File: src/verilog/tpf_cfg.svh
// Register offsets, reset values and timing constants of the transmit pause flow control block.
`ifndef TPF_CFG_SVH
`define TPF_CFG_SVH
`define TPF_IDX_HOLDOFF      12'h608
`define TPF_IDX_PAUSE_TIME   12'h609
`define TPF_IDX_RESP_QSEL    12'h60A
`define TPF_IDX_PAUSE_EN     12'h605
`define TPF_IDX_PAUSE_REQ    12'h606
`define TPF_IDX_HOLDOFF_EN   12'h607
`define TPF_IDX_RX_PAUSE_EN  12'h610
`define TPF_IDX_STATUS       12'h611
`define TPF_HOLDOFF_RST      16'hFFFF
`define TPF_PAUSE_TIME_RST   16'hFFFF
`define TPF_QUANTUM_BITS     512
`define TPF_DATAPATH_BITS    256
`define TPF_CYC_PER_QUANTUM  (`TPF_QUANTUM_BITS / `TPF_DATAPATH_BITS)
`define TPF_RESP_EN_BIT      0
`endif

File: src/verilog/tpf_pkg.sv
// Types of the transmit pause flow control block.
package tpf_pkg;
  typedef enum logic [2:0] {
    TPF_IDLE = 3'b001,
    TPF_SEND = 3'b010,
    TPF_WAIT = 3'b100
  } tpf_qstate_t;
  typedef enum logic [1:0] {
    TPF_FRAME_XON  = 2'b01,
    TPF_FRAME_XOFF = 2'b10
  } tpf_frame_t;
endpackage : tpf_pkg

File: src/verilog/tpf_tx_pause_flow_control.sv
// Transmit pause flow control: configuration tables, XOFF/XON scheduling and, in standard (non-PFC) builds, pause response.
`timescale 1ns/10ps
`include "tpf_cfg.svh"

module tpf_tx_pause_flow_control #(
  parameter int          NUM_QUEUES = 8,
  parameter bit          PFC_MODE   = 1'b1,
  parameter bit          IS_100G    = 1'b0,
  parameter int unsigned CYC_PER_Q  = `TPF_CYC_PER_QUANTUM
) (
  input  wire logic                  clk_i,
  input  wire logic                  sys_rst_i,
  input  wire logic [11:0]           reg_addr_i,
  input  wire logic [31:0]           reg_wdata_i,
  input  wire logic                  reg_wr_i,
  input  wire logic                  reg_rd_i,
  output logic      [31:0]           reg_rdata_o,
  input  wire logic [NUM_QUEUES-1:0] pause_insert_i,
  input  wire logic                  rx_pause_match_i,
  output logic                       frame_req_o,
  output tpf_pkg::tpf_frame_t        frame_kind_o,
  output logic      [2:0]            frame_queue_o,
  output logic      [15:0]           frame_pause_time_o,
  input  wire logic                  frame_ack_i,
  output logic                       tx_pause_o
);
  localparam int NQ = NUM_QUEUES;

  logic [15:0]   holdoff_tbl_q [NQ];
  logic [15:0]   pause_tbl_q   [NQ];
  logic [NQ-1:0] pause_en_q;
  logic [NQ-1:0] pause_req_q;
  logic [NQ-1:0] holdoff_en_q;
  logic          resp_en_q;
  logic          rx_pause_en_q;
  logic [2:0]    qsel_q;
  logic [NQ-1:0] ins_s1_q;
  logic [NQ-1:0] ins_s2_q;
  logic          rxm_s1_q;
  logic          rxm_s2_q;
  logic [NQ-1:0] req_prev_q;
  logic [NQ-1:0] xon_pend_q;
  logic [NQ-1:0] xoff_pend_q;
  logic [15:0]   hold_cnt_q [NQ];
  logic [7:0]    qdiv_q;
  logic          quantum_tick;
  logic [NQ-1:0] req_now;
  logic          busy_q;
  logic [2:0]    grant;
  logic          grant_v;
  logic          grant_xon;
  tpf_pkg::tpf_qstate_t st_q [NQ];

  wire wr_hit = reg_wr_i;
  wire [2:0] qidx = PFC_MODE ? qsel_q : 3'h0;

  // Registers written by software.
  always_ff @(posedge clk_i) begin
    if (sys_rst_i) begin
      for (int i = 0; i < NQ; i++) begin
        holdoff_tbl_q[i] <= `TPF_HOLDOFF_RST;
        pause_tbl_q[i]   <= `TPF_PAUSE_TIME_RST;
      end
      pause_en_q    <= '1;
      pause_req_q   <= '0;
      holdoff_en_q  <= '1;
      resp_en_q     <= 1'b0;
      rx_pause_en_q <= 1'b0;
      qsel_q        <= 3'h0;
    end else if (wr_hit) begin
      case (reg_addr_i)
        `TPF_IDX_HOLDOFF:     holdoff_tbl_q[qidx] <= reg_wdata_i[15:0];
        `TPF_IDX_PAUSE_TIME:  pause_tbl_q[qidx] <= reg_wdata_i[15:0];
        `TPF_IDX_PAUSE_EN:    pause_en_q <= reg_wdata_i[NQ-1:0];
        `TPF_IDX_PAUSE_REQ:   pause_req_q <= reg_wdata_i[NQ-1:0];
        `TPF_IDX_HOLDOFF_EN:  holdoff_en_q <= reg_wdata_i[NQ-1:0];
        `TPF_IDX_RX_PAUSE_EN: rx_pause_en_q <= reg_wdata_i[0];
        `TPF_IDX_RESP_QSEL: begin
          if (PFC_MODE) begin
            qsel_q <= reg_wdata_i[2:0];
          end else begin
            resp_en_q <= reg_wdata_i[`TPF_RESP_EN_BIT];
          end
        end
        default: ;
      endcase
    end
  end

  // Read data stands in the cycle after the strobe; unmapped offsets read zero.
  always_ff @(posedge clk_i) begin
    if (sys_rst_i) begin
      reg_rdata_o <= 32'h0;
    end else if (reg_rd_i) begin
      case (reg_addr_i)
        `TPF_IDX_HOLDOFF:     reg_rdata_o <= {16'h0, holdoff_tbl_q[qidx]};
        `TPF_IDX_PAUSE_TIME:  reg_rdata_o <= {16'h0, pause_tbl_q[qidx]};
        `TPF_IDX_PAUSE_EN:    reg_rdata_o <= 32'(pause_en_q);
        `TPF_IDX_PAUSE_REQ:   reg_rdata_o <= 32'(pause_req_q);
        `TPF_IDX_HOLDOFF_EN:  reg_rdata_o <= 32'(holdoff_en_q);
        `TPF_IDX_RX_PAUSE_EN: reg_rdata_o <= {31'h0, rx_pause_en_q};
        `TPF_IDX_RESP_QSEL:   reg_rdata_o <= PFC_MODE ? {29'h0, qsel_q} : {31'h0, resp_en_q};
        `TPF_IDX_STATUS:      reg_rdata_o <= {15'h0, tx_pause_o, 16'(req_now)};
        default:              reg_rdata_o <= 32'h0;
      endcase
    end else begin
      reg_rdata_o <= 32'h0;
    end
  end

  // Client inputs come from outside this clock, so they pass two flip-flops.
  always_ff @(posedge clk_i) begin
    if (sys_rst_i) begin
      ins_s1_q <= '0;
      ins_s2_q <= '0;
      rxm_s1_q <= 1'b0;
      rxm_s2_q <= 1'b0;
    end else begin
      ins_s1_q <= pause_insert_i;
      ins_s2_q <= ins_s1_q;
      rxm_s1_q <= rx_pause_match_i;
      rxm_s2_q <= rxm_s1_q;
    end
  end

  assign req_now = pause_req_q | ins_s2_q;

  // Quantum divider; the 100 Gb variant counts one quantum per cycle.
  always_ff @(posedge clk_i) begin
    if (sys_rst_i) begin
      qdiv_q <= 8'h0;
    end else if (IS_100G || qdiv_q == 8'(CYC_PER_Q - 1)) begin
      qdiv_q <= 8'h0;
    end else begin
      qdiv_q <= qdiv_q + 8'h1;
    end
  end
  assign quantum_tick = IS_100G ? 1'b1 : (qdiv_q == 8'(CYC_PER_Q - 1));

  // Fixed priority arbiter: lowest queue first, XON before XOFF within a queue.
  always_comb begin
    grant     = 3'h0;
    grant_v   = 1'b0;
    grant_xon = 1'b0;
    for (int i = NQ - 1; i >= 0; i--) begin
      if (xon_pend_q[i] || xoff_pend_q[i]) begin
        grant     = 3'(i);
        grant_v   = 1'b1;
        grant_xon = xon_pend_q[i];
      end
    end
  end

  // Per-queue sequencing of XOFF, hold-off and XON.
  always_ff @(posedge clk_i) begin
    if (sys_rst_i) begin
      for (int i = 0; i < NQ; i++) begin
        st_q[i]       <= tpf_pkg::TPF_IDLE;
        hold_cnt_q[i] <= 16'h0;
      end
      req_prev_q  <= '0;
      xon_pend_q  <= '0;
      xoff_pend_q <= '0;
    end else begin
      req_prev_q <= req_now;
      for (int i = 0; i < NQ; i++) begin
        if (req_prev_q[i] && !req_now[i] && pause_en_q[i]) begin
          xon_pend_q[i] <= 1'b1;
        end else if (frame_ack_i && busy_q && frame_queue_o == 3'(i) &&
                     frame_kind_o == tpf_pkg::TPF_FRAME_XON) begin
          xon_pend_q[i] <= 1'b0;
        end
        if (!req_now[i] || !pause_en_q[i]) begin
          st_q[i]        <= tpf_pkg::TPF_IDLE;
          xoff_pend_q[i] <= 1'b0;
          hold_cnt_q[i]  <= 16'h0;
        end else begin
          case (st_q[i])
            tpf_pkg::TPF_IDLE: begin
              st_q[i]        <= tpf_pkg::TPF_SEND;
              xoff_pend_q[i] <= 1'b1;
            end
            tpf_pkg::TPF_SEND: begin
              if (frame_ack_i && busy_q && frame_queue_o == 3'(i) &&
                  frame_kind_o == tpf_pkg::TPF_FRAME_XOFF) begin
                xoff_pend_q[i] <= 1'b0;
                hold_cnt_q[i]  <= holdoff_tbl_q[i];
                st_q[i]        <= tpf_pkg::TPF_WAIT;
              end
            end
            tpf_pkg::TPF_WAIT: begin
              if (holdoff_en_q[i]) begin
                if (hold_cnt_q[i] == 16'h0) begin
                  st_q[i]        <= tpf_pkg::TPF_SEND;
                  xoff_pend_q[i] <= 1'b1;
                end else if (quantum_tick) begin
                  hold_cnt_q[i] <= hold_cnt_q[i] - 16'h1;
                end
              end
            end
            default: st_q[i] <= tpf_pkg::TPF_IDLE;
          endcase
        end
      end
    end
  end

  // Frame request toward the transmit datapath; held until acknowledged.
  always_ff @(posedge clk_i) begin
    if (sys_rst_i) begin
      busy_q             <= 1'b0;
      frame_req_o        <= 1'b0;
      frame_kind_o       <= tpf_pkg::TPF_FRAME_XOFF;
      frame_queue_o      <= 3'h0;
      frame_pause_time_o <= 16'h0;
    end else if (busy_q) begin
      if (frame_ack_i) begin
        busy_q      <= 1'b0;
        frame_req_o <= 1'b0;
      end
    end else if (grant_v) begin
      busy_q        <= 1'b1;
      frame_req_o   <= 1'b1;
      frame_queue_o <= grant;
      frame_kind_o  <= grant_xon ? tpf_pkg::TPF_FRAME_XON : tpf_pkg::TPF_FRAME_XOFF;
      frame_pause_time_o <= grant_xon ? 16'h0 : pause_tbl_q[grant];
    end
  end

  // Pause response: gated by receive processing and the response enable.
  always_ff @(posedge clk_i) begin
    if (sys_rst_i) begin
      tx_pause_o <= 1'b0;
    end else begin
      tx_pause_o <= rxm_s2_q && rx_pause_en_q && resp_en_q;
    end
  end

  ack_ends_req_a: assert property (@(posedge clk_i) disable iff (sys_rst_i)
    (busy_q && frame_ack_i) |=> !frame_req_o)
    else $error("Frame request did not drop after acknowledge.");
  xoff_time_a: assert property (@(posedge clk_i) disable iff (sys_rst_i)
    frame_req_o && frame_kind_o == tpf_pkg::TPF_FRAME_XOFF |->
    frame_pause_time_o == pause_tbl_q[frame_queue_o])
    else $error("XOFF pause time does not match table.");
  resp_gate_a: assert property (@(posedge clk_i) disable iff (sys_rst_i)
    !resp_en_q |=> !tx_pause_o)
    else $error("Pause response while disabled.");
  rx_gate_a: assert property (@(posedge clk_i) disable iff (sys_rst_i)
    !rx_pause_en_q |=> !tx_pause_o)
    else $error("Pause response while receive processing off.");
  resp_follow_a: assert property (@(posedge clk_i) disable iff (sys_rst_i)
    (rxm_s2_q && rx_pause_en_q && resp_en_q) |=> tx_pause_o)
    else $error("Pause notification not honoured.");
  cancel_a: assert property (@(posedge clk_i) disable iff (sys_rst_i)
    !req_now[0] |=> st_q[0] == tpf_pkg::TPF_IDLE)
    else $error("Hold-off not cancelled on request drop.");
  xon_a: assert property (@(posedge clk_i) disable iff (sys_rst_i)
    (req_prev_q[0] && !req_now[0] && pause_en_q[0]) |=> xon_pend_q[0])
    else $error("XON not scheduled on request drop.");
  qsel_rst_a: assert property (@(posedge clk_i)
    $past(sys_rst_i) |-> qsel_q == 3'h0 && resp_en_q == 1'b0)
    else $error("Index or response enable not reset.");
  holdoff_a: assert property (@(posedge clk_i) disable iff (sys_rst_i)
    (st_q[0] == tpf_pkg::TPF_WAIT && hold_cnt_q[0] != 16'h0 && req_now[0]) |=>
    st_q[0] != tpf_pkg::TPF_SEND)
    else $error("XOFF resent before hold-off expired.");

  xoff_sent_c: cover property (@(posedge clk_i)
    frame_req_o && frame_ack_i && frame_kind_o == tpf_pkg::TPF_FRAME_XOFF);
  xon_sent_c: cover property (@(posedge clk_i)
    frame_req_o && frame_ack_i && frame_kind_o == tpf_pkg::TPF_FRAME_XON);
  resend_c: cover property (@(posedge clk_i)
    st_q[0] == tpf_pkg::TPF_WAIT ##1 st_q[0] == tpf_pkg::TPF_SEND);
  paused_c: cover property (@(posedge clk_i) tx_pause_o);
endmodule : tpf_tx_pause_flow_control
File: config.mk
export PLATFORM = sky130hd
export DESIGN_NAME = tpf_tx_pause_flow_control
export DESIGN_NICKNAME = d
export VERILOG_FILES = /design/src/verilog/tpf_pkg.sv /design/src/verilog/tpf_tx_pause_flow_control.sv
export VERILOG_INCLUDE_DIRS = /design/src /design/src/verilog
export SDC_FILE = /design/constraint.sdc
export NUM_CORES = 1
export LEC_CHECK = 0
export BUFFER_PORTS_ARGS = -buffer_cell sky130_fd_sc_hd__buf_2
export CELL_PAD_IN_SITES_DETAIL_PLACEMENT = 0
export CELL_PAD_IN_SITES_GLOBAL_PLACEMENT = 1
export CORE_ASPECT_RATIO = 0.9
export CORE_MARGIN = 5
export CORE_UTILIZATION = 45
export DETAILED_ROUTE_END_ITERATION = 7
export HOLD_SLACK_MARGIN = 0.05
export PLACE_DENSITY = 0.82
export SLEW_MARGIN = 10
export SYNTH_ARGS = -nofsm -noshare
export SYNTH_HDL_FRONTEND = slang
export SYNTH_SLANG_ARGS = --single-unit
File: constraint.sdc
create_clock -name clk_i -period 3.4 [get_ports clk_i]
set_clock_uncertainty 0.15 [all_clocks]
set_input_delay 0.51 -clock clk_i [delete_from_list [all_inputs] [get_ports clk_i]]
set_output_delay 0.51 -clock clk_i [all_outputs]
set_load 0.005 [all_outputs]
[Yosys cells after proc, flatten, opt, wreduce, memory -nomap -nowiden]
Memories as Yosys holds them, arrays and structs flattened. A register that Yosys moved wholly into a read port is not among the register bits.
Index checks and enable logic that the tools add are counted.
Storage, ports and cells
  register bits after elaboration: 131
  RAM bits: 408
  input bits: 58
  logic and storage cells: 702
  memories: 4
Memories
  hold_cnt_q: depth 8, bits a word 16, rd ports 8, clocked after memory_dff 0, wr ports 8, line tpf_tx_pause_flow_control.sv:44  | logic [15:0] hold_cnt_q [NQ];
  holdoff_tbl_q: depth 8, bits a word 16, rd ports 9, clocked after memory_dff 1, wr ports 8, line tpf_tx_pause_flow_control.sv:29  | logic [15:0] holdoff_tbl_q [NQ];
  pause_tbl_q: depth 8, bits a word 16, rd ports 2, clocked after memory_dff 1, wr ports 8, line tpf_tx_pause_flow_control.sv:30  | logic [15:0] pause_tbl_q [NQ];
  st_q: depth 8, bits a word 3, rd ports 8, clocked after memory_dff 0, wr ports 8, line tpf_tx_pause_flow_control.sv:52  | tpf_pkg::tpf_qstate_t st_q [NQ];
Operators by class
  $add $sub $neg: 9
  equality and inequality tests: 67
  mux-type cells: 390
  bitwise logic cells: 67
  reduce and logical (&&, ||, !) cells: 134
Operators with widths (count)
  $mux W16: 27
  $mux W1: 299
  $mux W3: 54
  $logic_not A16 Y1: 8
  $pmux W16 S8: 1
  $sub A16 B1 Y16 const B: 8
  $eq A12 B11 Y1 const B: 8
  $or A1 B1 Y1: 64
  $ne A2 B2 Y1 const B: 25
  $logic_and A1 B1 Y1: 41
  $eq A3 B3 Y1 const B: 12
  $reduce_and A4 Y1: 8
  $reduce_or A16 Y1: 2
  $eq A3 B2 Y1 const B: 10
  $eq A3 B1 Y1 const B: 9
  $pmux W1 S3: 8
  $reduce_bool A3 Y1: 8
  $reduce_or A3 Y1: 8
  $reduce_or A2 Y1: 10
  $reduce_bool A2 Y1: 9
  $logic_not A1 Y1: 16
  $logic_or A1 B1 Y1: 16
  $reduce_and A2 Y1: 7
  $add A8 B1 Y8 const B: 1
  7 further kinds: 8

[Depth between registers and ports, before layout]
  depth in word-level cells: 11
  depth in mapped cells: 11
  mapped depth without buffers: 9

[Worst setup path after synthesis]
Ideal clock, no wire load.
  path type: reg2reg
  start point: memory hold_cnt_q[7][0], in the netlist hold_cnt_q[1][48]
  end point: memory hold_cnt_q[7][0], in the netlist hold_cnt_q[1][48] (enable)
  library setup time: 0.362 ns
  arrival time: 2.863 ns
  slack: 0.025 ns
  stages on the path, launching flop included: 12
  period minus slack after synthesis: 3.375 ns
  cells stage by stage: edfxtp_1 inv_1 ha_1 nor3b_1 nand2_1 or2_2 or4_1 nor4b_1 or4b_1 clkbuf_1 buf_4 nand2_1
RTL lines (line)
  start: declaration: tpf_tx_pause_flow_control.sv:44

==> metrics.md <==
| Metric | Value |
|---|---|
| Status | completed |
| Share of layout cells above drive strength 1 | 0.196 |
| Fmax | 307 MHz |
| PortBufs | 78 |
| Max-slew violation count | 0 |
| Crit path arrival time | 3.36 ns |
| Final setup viols | 0 |
| Seq/Total Area, Yosys | 0.566 |
| Gpl congestion | 0.896 |
| # nets final | 2450 |
| Vias | 18500 |
| Clk_lat worst skew | 0.62 ns |
| Yosys warning total | 0 |
| Total I/O pin count | 113 |
| Maximum root-to-sink buffer count | 3 |
| Vias in the first global route | 18400 |
| Synth top cells by count | edfxtp_1, nand2_1, nor2_1, o21ai_0, or2_2 |
| Final setup TNS | 0 ns |
| Slew @ Worst Pin | 0.758 ns |
| Period utilisation layout | 0.959 |
| Initial antenna violation count | 4 |
| FP Rows | 83 |
| CP endpoint kind | flop |
| Finished Cell Area | 29300 um2 |
| Die Wd | 262 um |
| # clock sinks | 526 |
| Post-synth top area share | 0.475 |
| Synth area leader | edfxtp_1 |
| First-pass GRT wire length | 109000 um |
| Die H | 237 um |
| Slew HR | 0.493 |
| Max-cap viol count | 0 |
| Syn Inst Count | 2270 |
| PwrDens | 484 nW/um2 |
| Synth Flop Type | edfxtp_1 |
| VDD IR-drop max | 0.000357 V |
| Ys async rst share | 0 |
| DRC errors left | 0 |
| RSZ-0062 raised after global routing | no |
| Post-route ant nets | 0 |
| Top cells by area, synth | edfxtp_1, dfxtp_1, mux4_2, nand2_1, or2_2 |
| Hold WS | 0.106 ns |
| Synth Cell Area | 25800 um2 |
| Hold Crit Class | in -> reg |
| Core area | 56900 um2 |
| Synth Area per Inst | 11.4 um2 |
| DR pass1 iterations | 6 |
| Post-Route WL | 72200 um |
| Clock slew at reported path FFs | 0.06 ns |
| Placed Instance Area | 27500 um2 |
| Largest net degree at the start of global routing | 52 |
| EDFF count, synth | 408 |
| DIE AREA | 62200 um2 |
| Root buf cell | clkbuf_16 |
| H-tree Lvls | 2 |
| Finished Core Util | 0.515 |
| Starting Density | 0.453 |
| CP required | 3.50 ns |
| Num CTS Buffers | 54 |
| Post-DP HPWL | 51100 um |
| Tot GR Track Use | 0.225 |
| Worst Setup Path Type | reg -> reg |
| Post-synth cell types | 74 |
| Area delta synth->final | 13.6% |
| Initial DRC count | 1892 |
| N_diodes | 0 |
| WL/cell | 22.6 um |
| Setup crit start kind | flop |
| Synth Register Bits | 526 |
| CTS tree | done |
| Leakage power | 9.56 nW |
| Most instantiated library cell after synthesis | edfxtp_1 |
| Critical-path maximum fanout | 5 |
| Via/cell ratio | 5.81 |
| Total Power | 14.2 mW |
| Grt total ovfl | 0 |
| Minimum clock period | 3.26 ns |
| Final Hold Viols | 0 |
## cell usage in the layout (no fill, tap or decap), drive strengths merged, types with 6 or more instances in the layout
master       Yosys  routed
o22ai           24      24
a211o           32      32
clkinv           0      24
nand3           30      30
dlygate4sd3      0       9
or3            110     110
nor3            43      43
nor2           169     169
xor2            42      42
or2b            21      21
nand2b          39      39
o22a             8       8
ha              11      11
o21bai           7       7
edfxtp         408     408
a21oi           72      72
o21ai          161     161
inv             28      30
o221ai          14      14
o21a             6       6
mux2i           52      52
nand2          242     242
o31a             9       9
buf             41     186
or2            135     135
a32o            14      14
or4             21      21
mux4            64      64
nor3b           15      15
xnor2           73      73
conb             1      17
dfxtp          118     118
nor4            28      28
nand3b          11      11
nor2b           47      47
clkbuf         115      72
## critical path, stage by stage (launching register included)
cell and delay [ns]:
edfxtp_1 0.45, or4_1 0.57, or2_2 0.35, or3_1 0.47
nor4_1 0.41, nor3b_1 0.09, o21ai_0 0.40
## metal layers
metal  share of wire  vias to the layer above  GRT usage
li1                -                     8508          -
met1            0.40                     9102      0.294
met2            0.48                      772      0.376
met3           0.092                      134     0.0556
met4           0.030                        2     0.0650
met5         0.00021                        -          0
## metrics by stage
| step | cells | setup slack [ns] |
|---|---|---|
| after global placement | 3081 | 0.0526 |
| after global routing | 3189 | 0.00610 |
| after CTS | 3189 | 0.0784 |
| final | 3189 | 0.141 |
| after floorplan | 2286 | 0.0252 |
| after detailed placement | 3081 | 0.0238 |
## worst paths after layout
path	from	end	slack (ns)	cells past startpoint
worst max register to register	hold_cnt_q[0][3]$_SDFFCE_PN0P_	st_q[0][0]$_SDFFCE_PP1P_	0.14	6
worst min-delay path	sys_rst_i	req_prev_q[4]$_SDFF_PP0_	0.11	2
worst max-delay path	hold_cnt_q[0][3]$_SDFFCE_PN0P_	st_q[0][0]$_SDFFCE_PP1P_	0.14	6
worst min register to register	ins_s1_q[4]$_SDFF_PP0_	ins_s2_q[4]$_SDFF_PP0_	0.29	1
## where the power goes
group | total [mW] | internal [mW] | switching (mW)
Sequential | 7.16 | 7.03 | 0.129
Combinational | 1.37 | 0.528 | 0.838
Clock | 5.65 | 3.15 | 2.49
## cell families after synthesis
logic type	Yosys count	share of synthesized area
compound gates	374	0.0907
xor+xnor	115	0.0390
fa+ha+maj	11	0.00533
buf+inv	184	0.0295
flops	526	0.566
mux	118	0.0769
other cells	1	0.000145
simple gates	941	0.192
## repair_timing
item,4_1_cts,5_1_grt
endpoints found under the hold margin,8,0
endpoints found under the setup margin,0,26
setup buffers,0,0
hold buffers,9,0
gates resized for setup,0,2
## sequential cells by signal, indices dropped and copies added (netlist names), 16 cells and up, named ones only
| signal | cells |
|---|---|
| hold_cnt_q | 128 |
| st_q | 24 |
| reg_rdata_o | 16 |
| pause_tbl_q | 128 |
| frame_pause_time_o | 16 |
| holdoff_tbl_q | 128 |
## final cells by class
| type | count | area (um2) |
|---|---|---|
| repair buffers | 195 | 1450 |
| clock inverters | 27 | 164 |
| well taps | 765 | 957 |
| multi-input cells | 1576 | 10500 |
| inverters | 28 | 105 |
| fillers | 5056 | 27600 |
| flip-flops and latches | 526 | 14600 |
| clock buffers | 72 | 1500 |
Note: power is estimated with default switching activity, not from simulation.
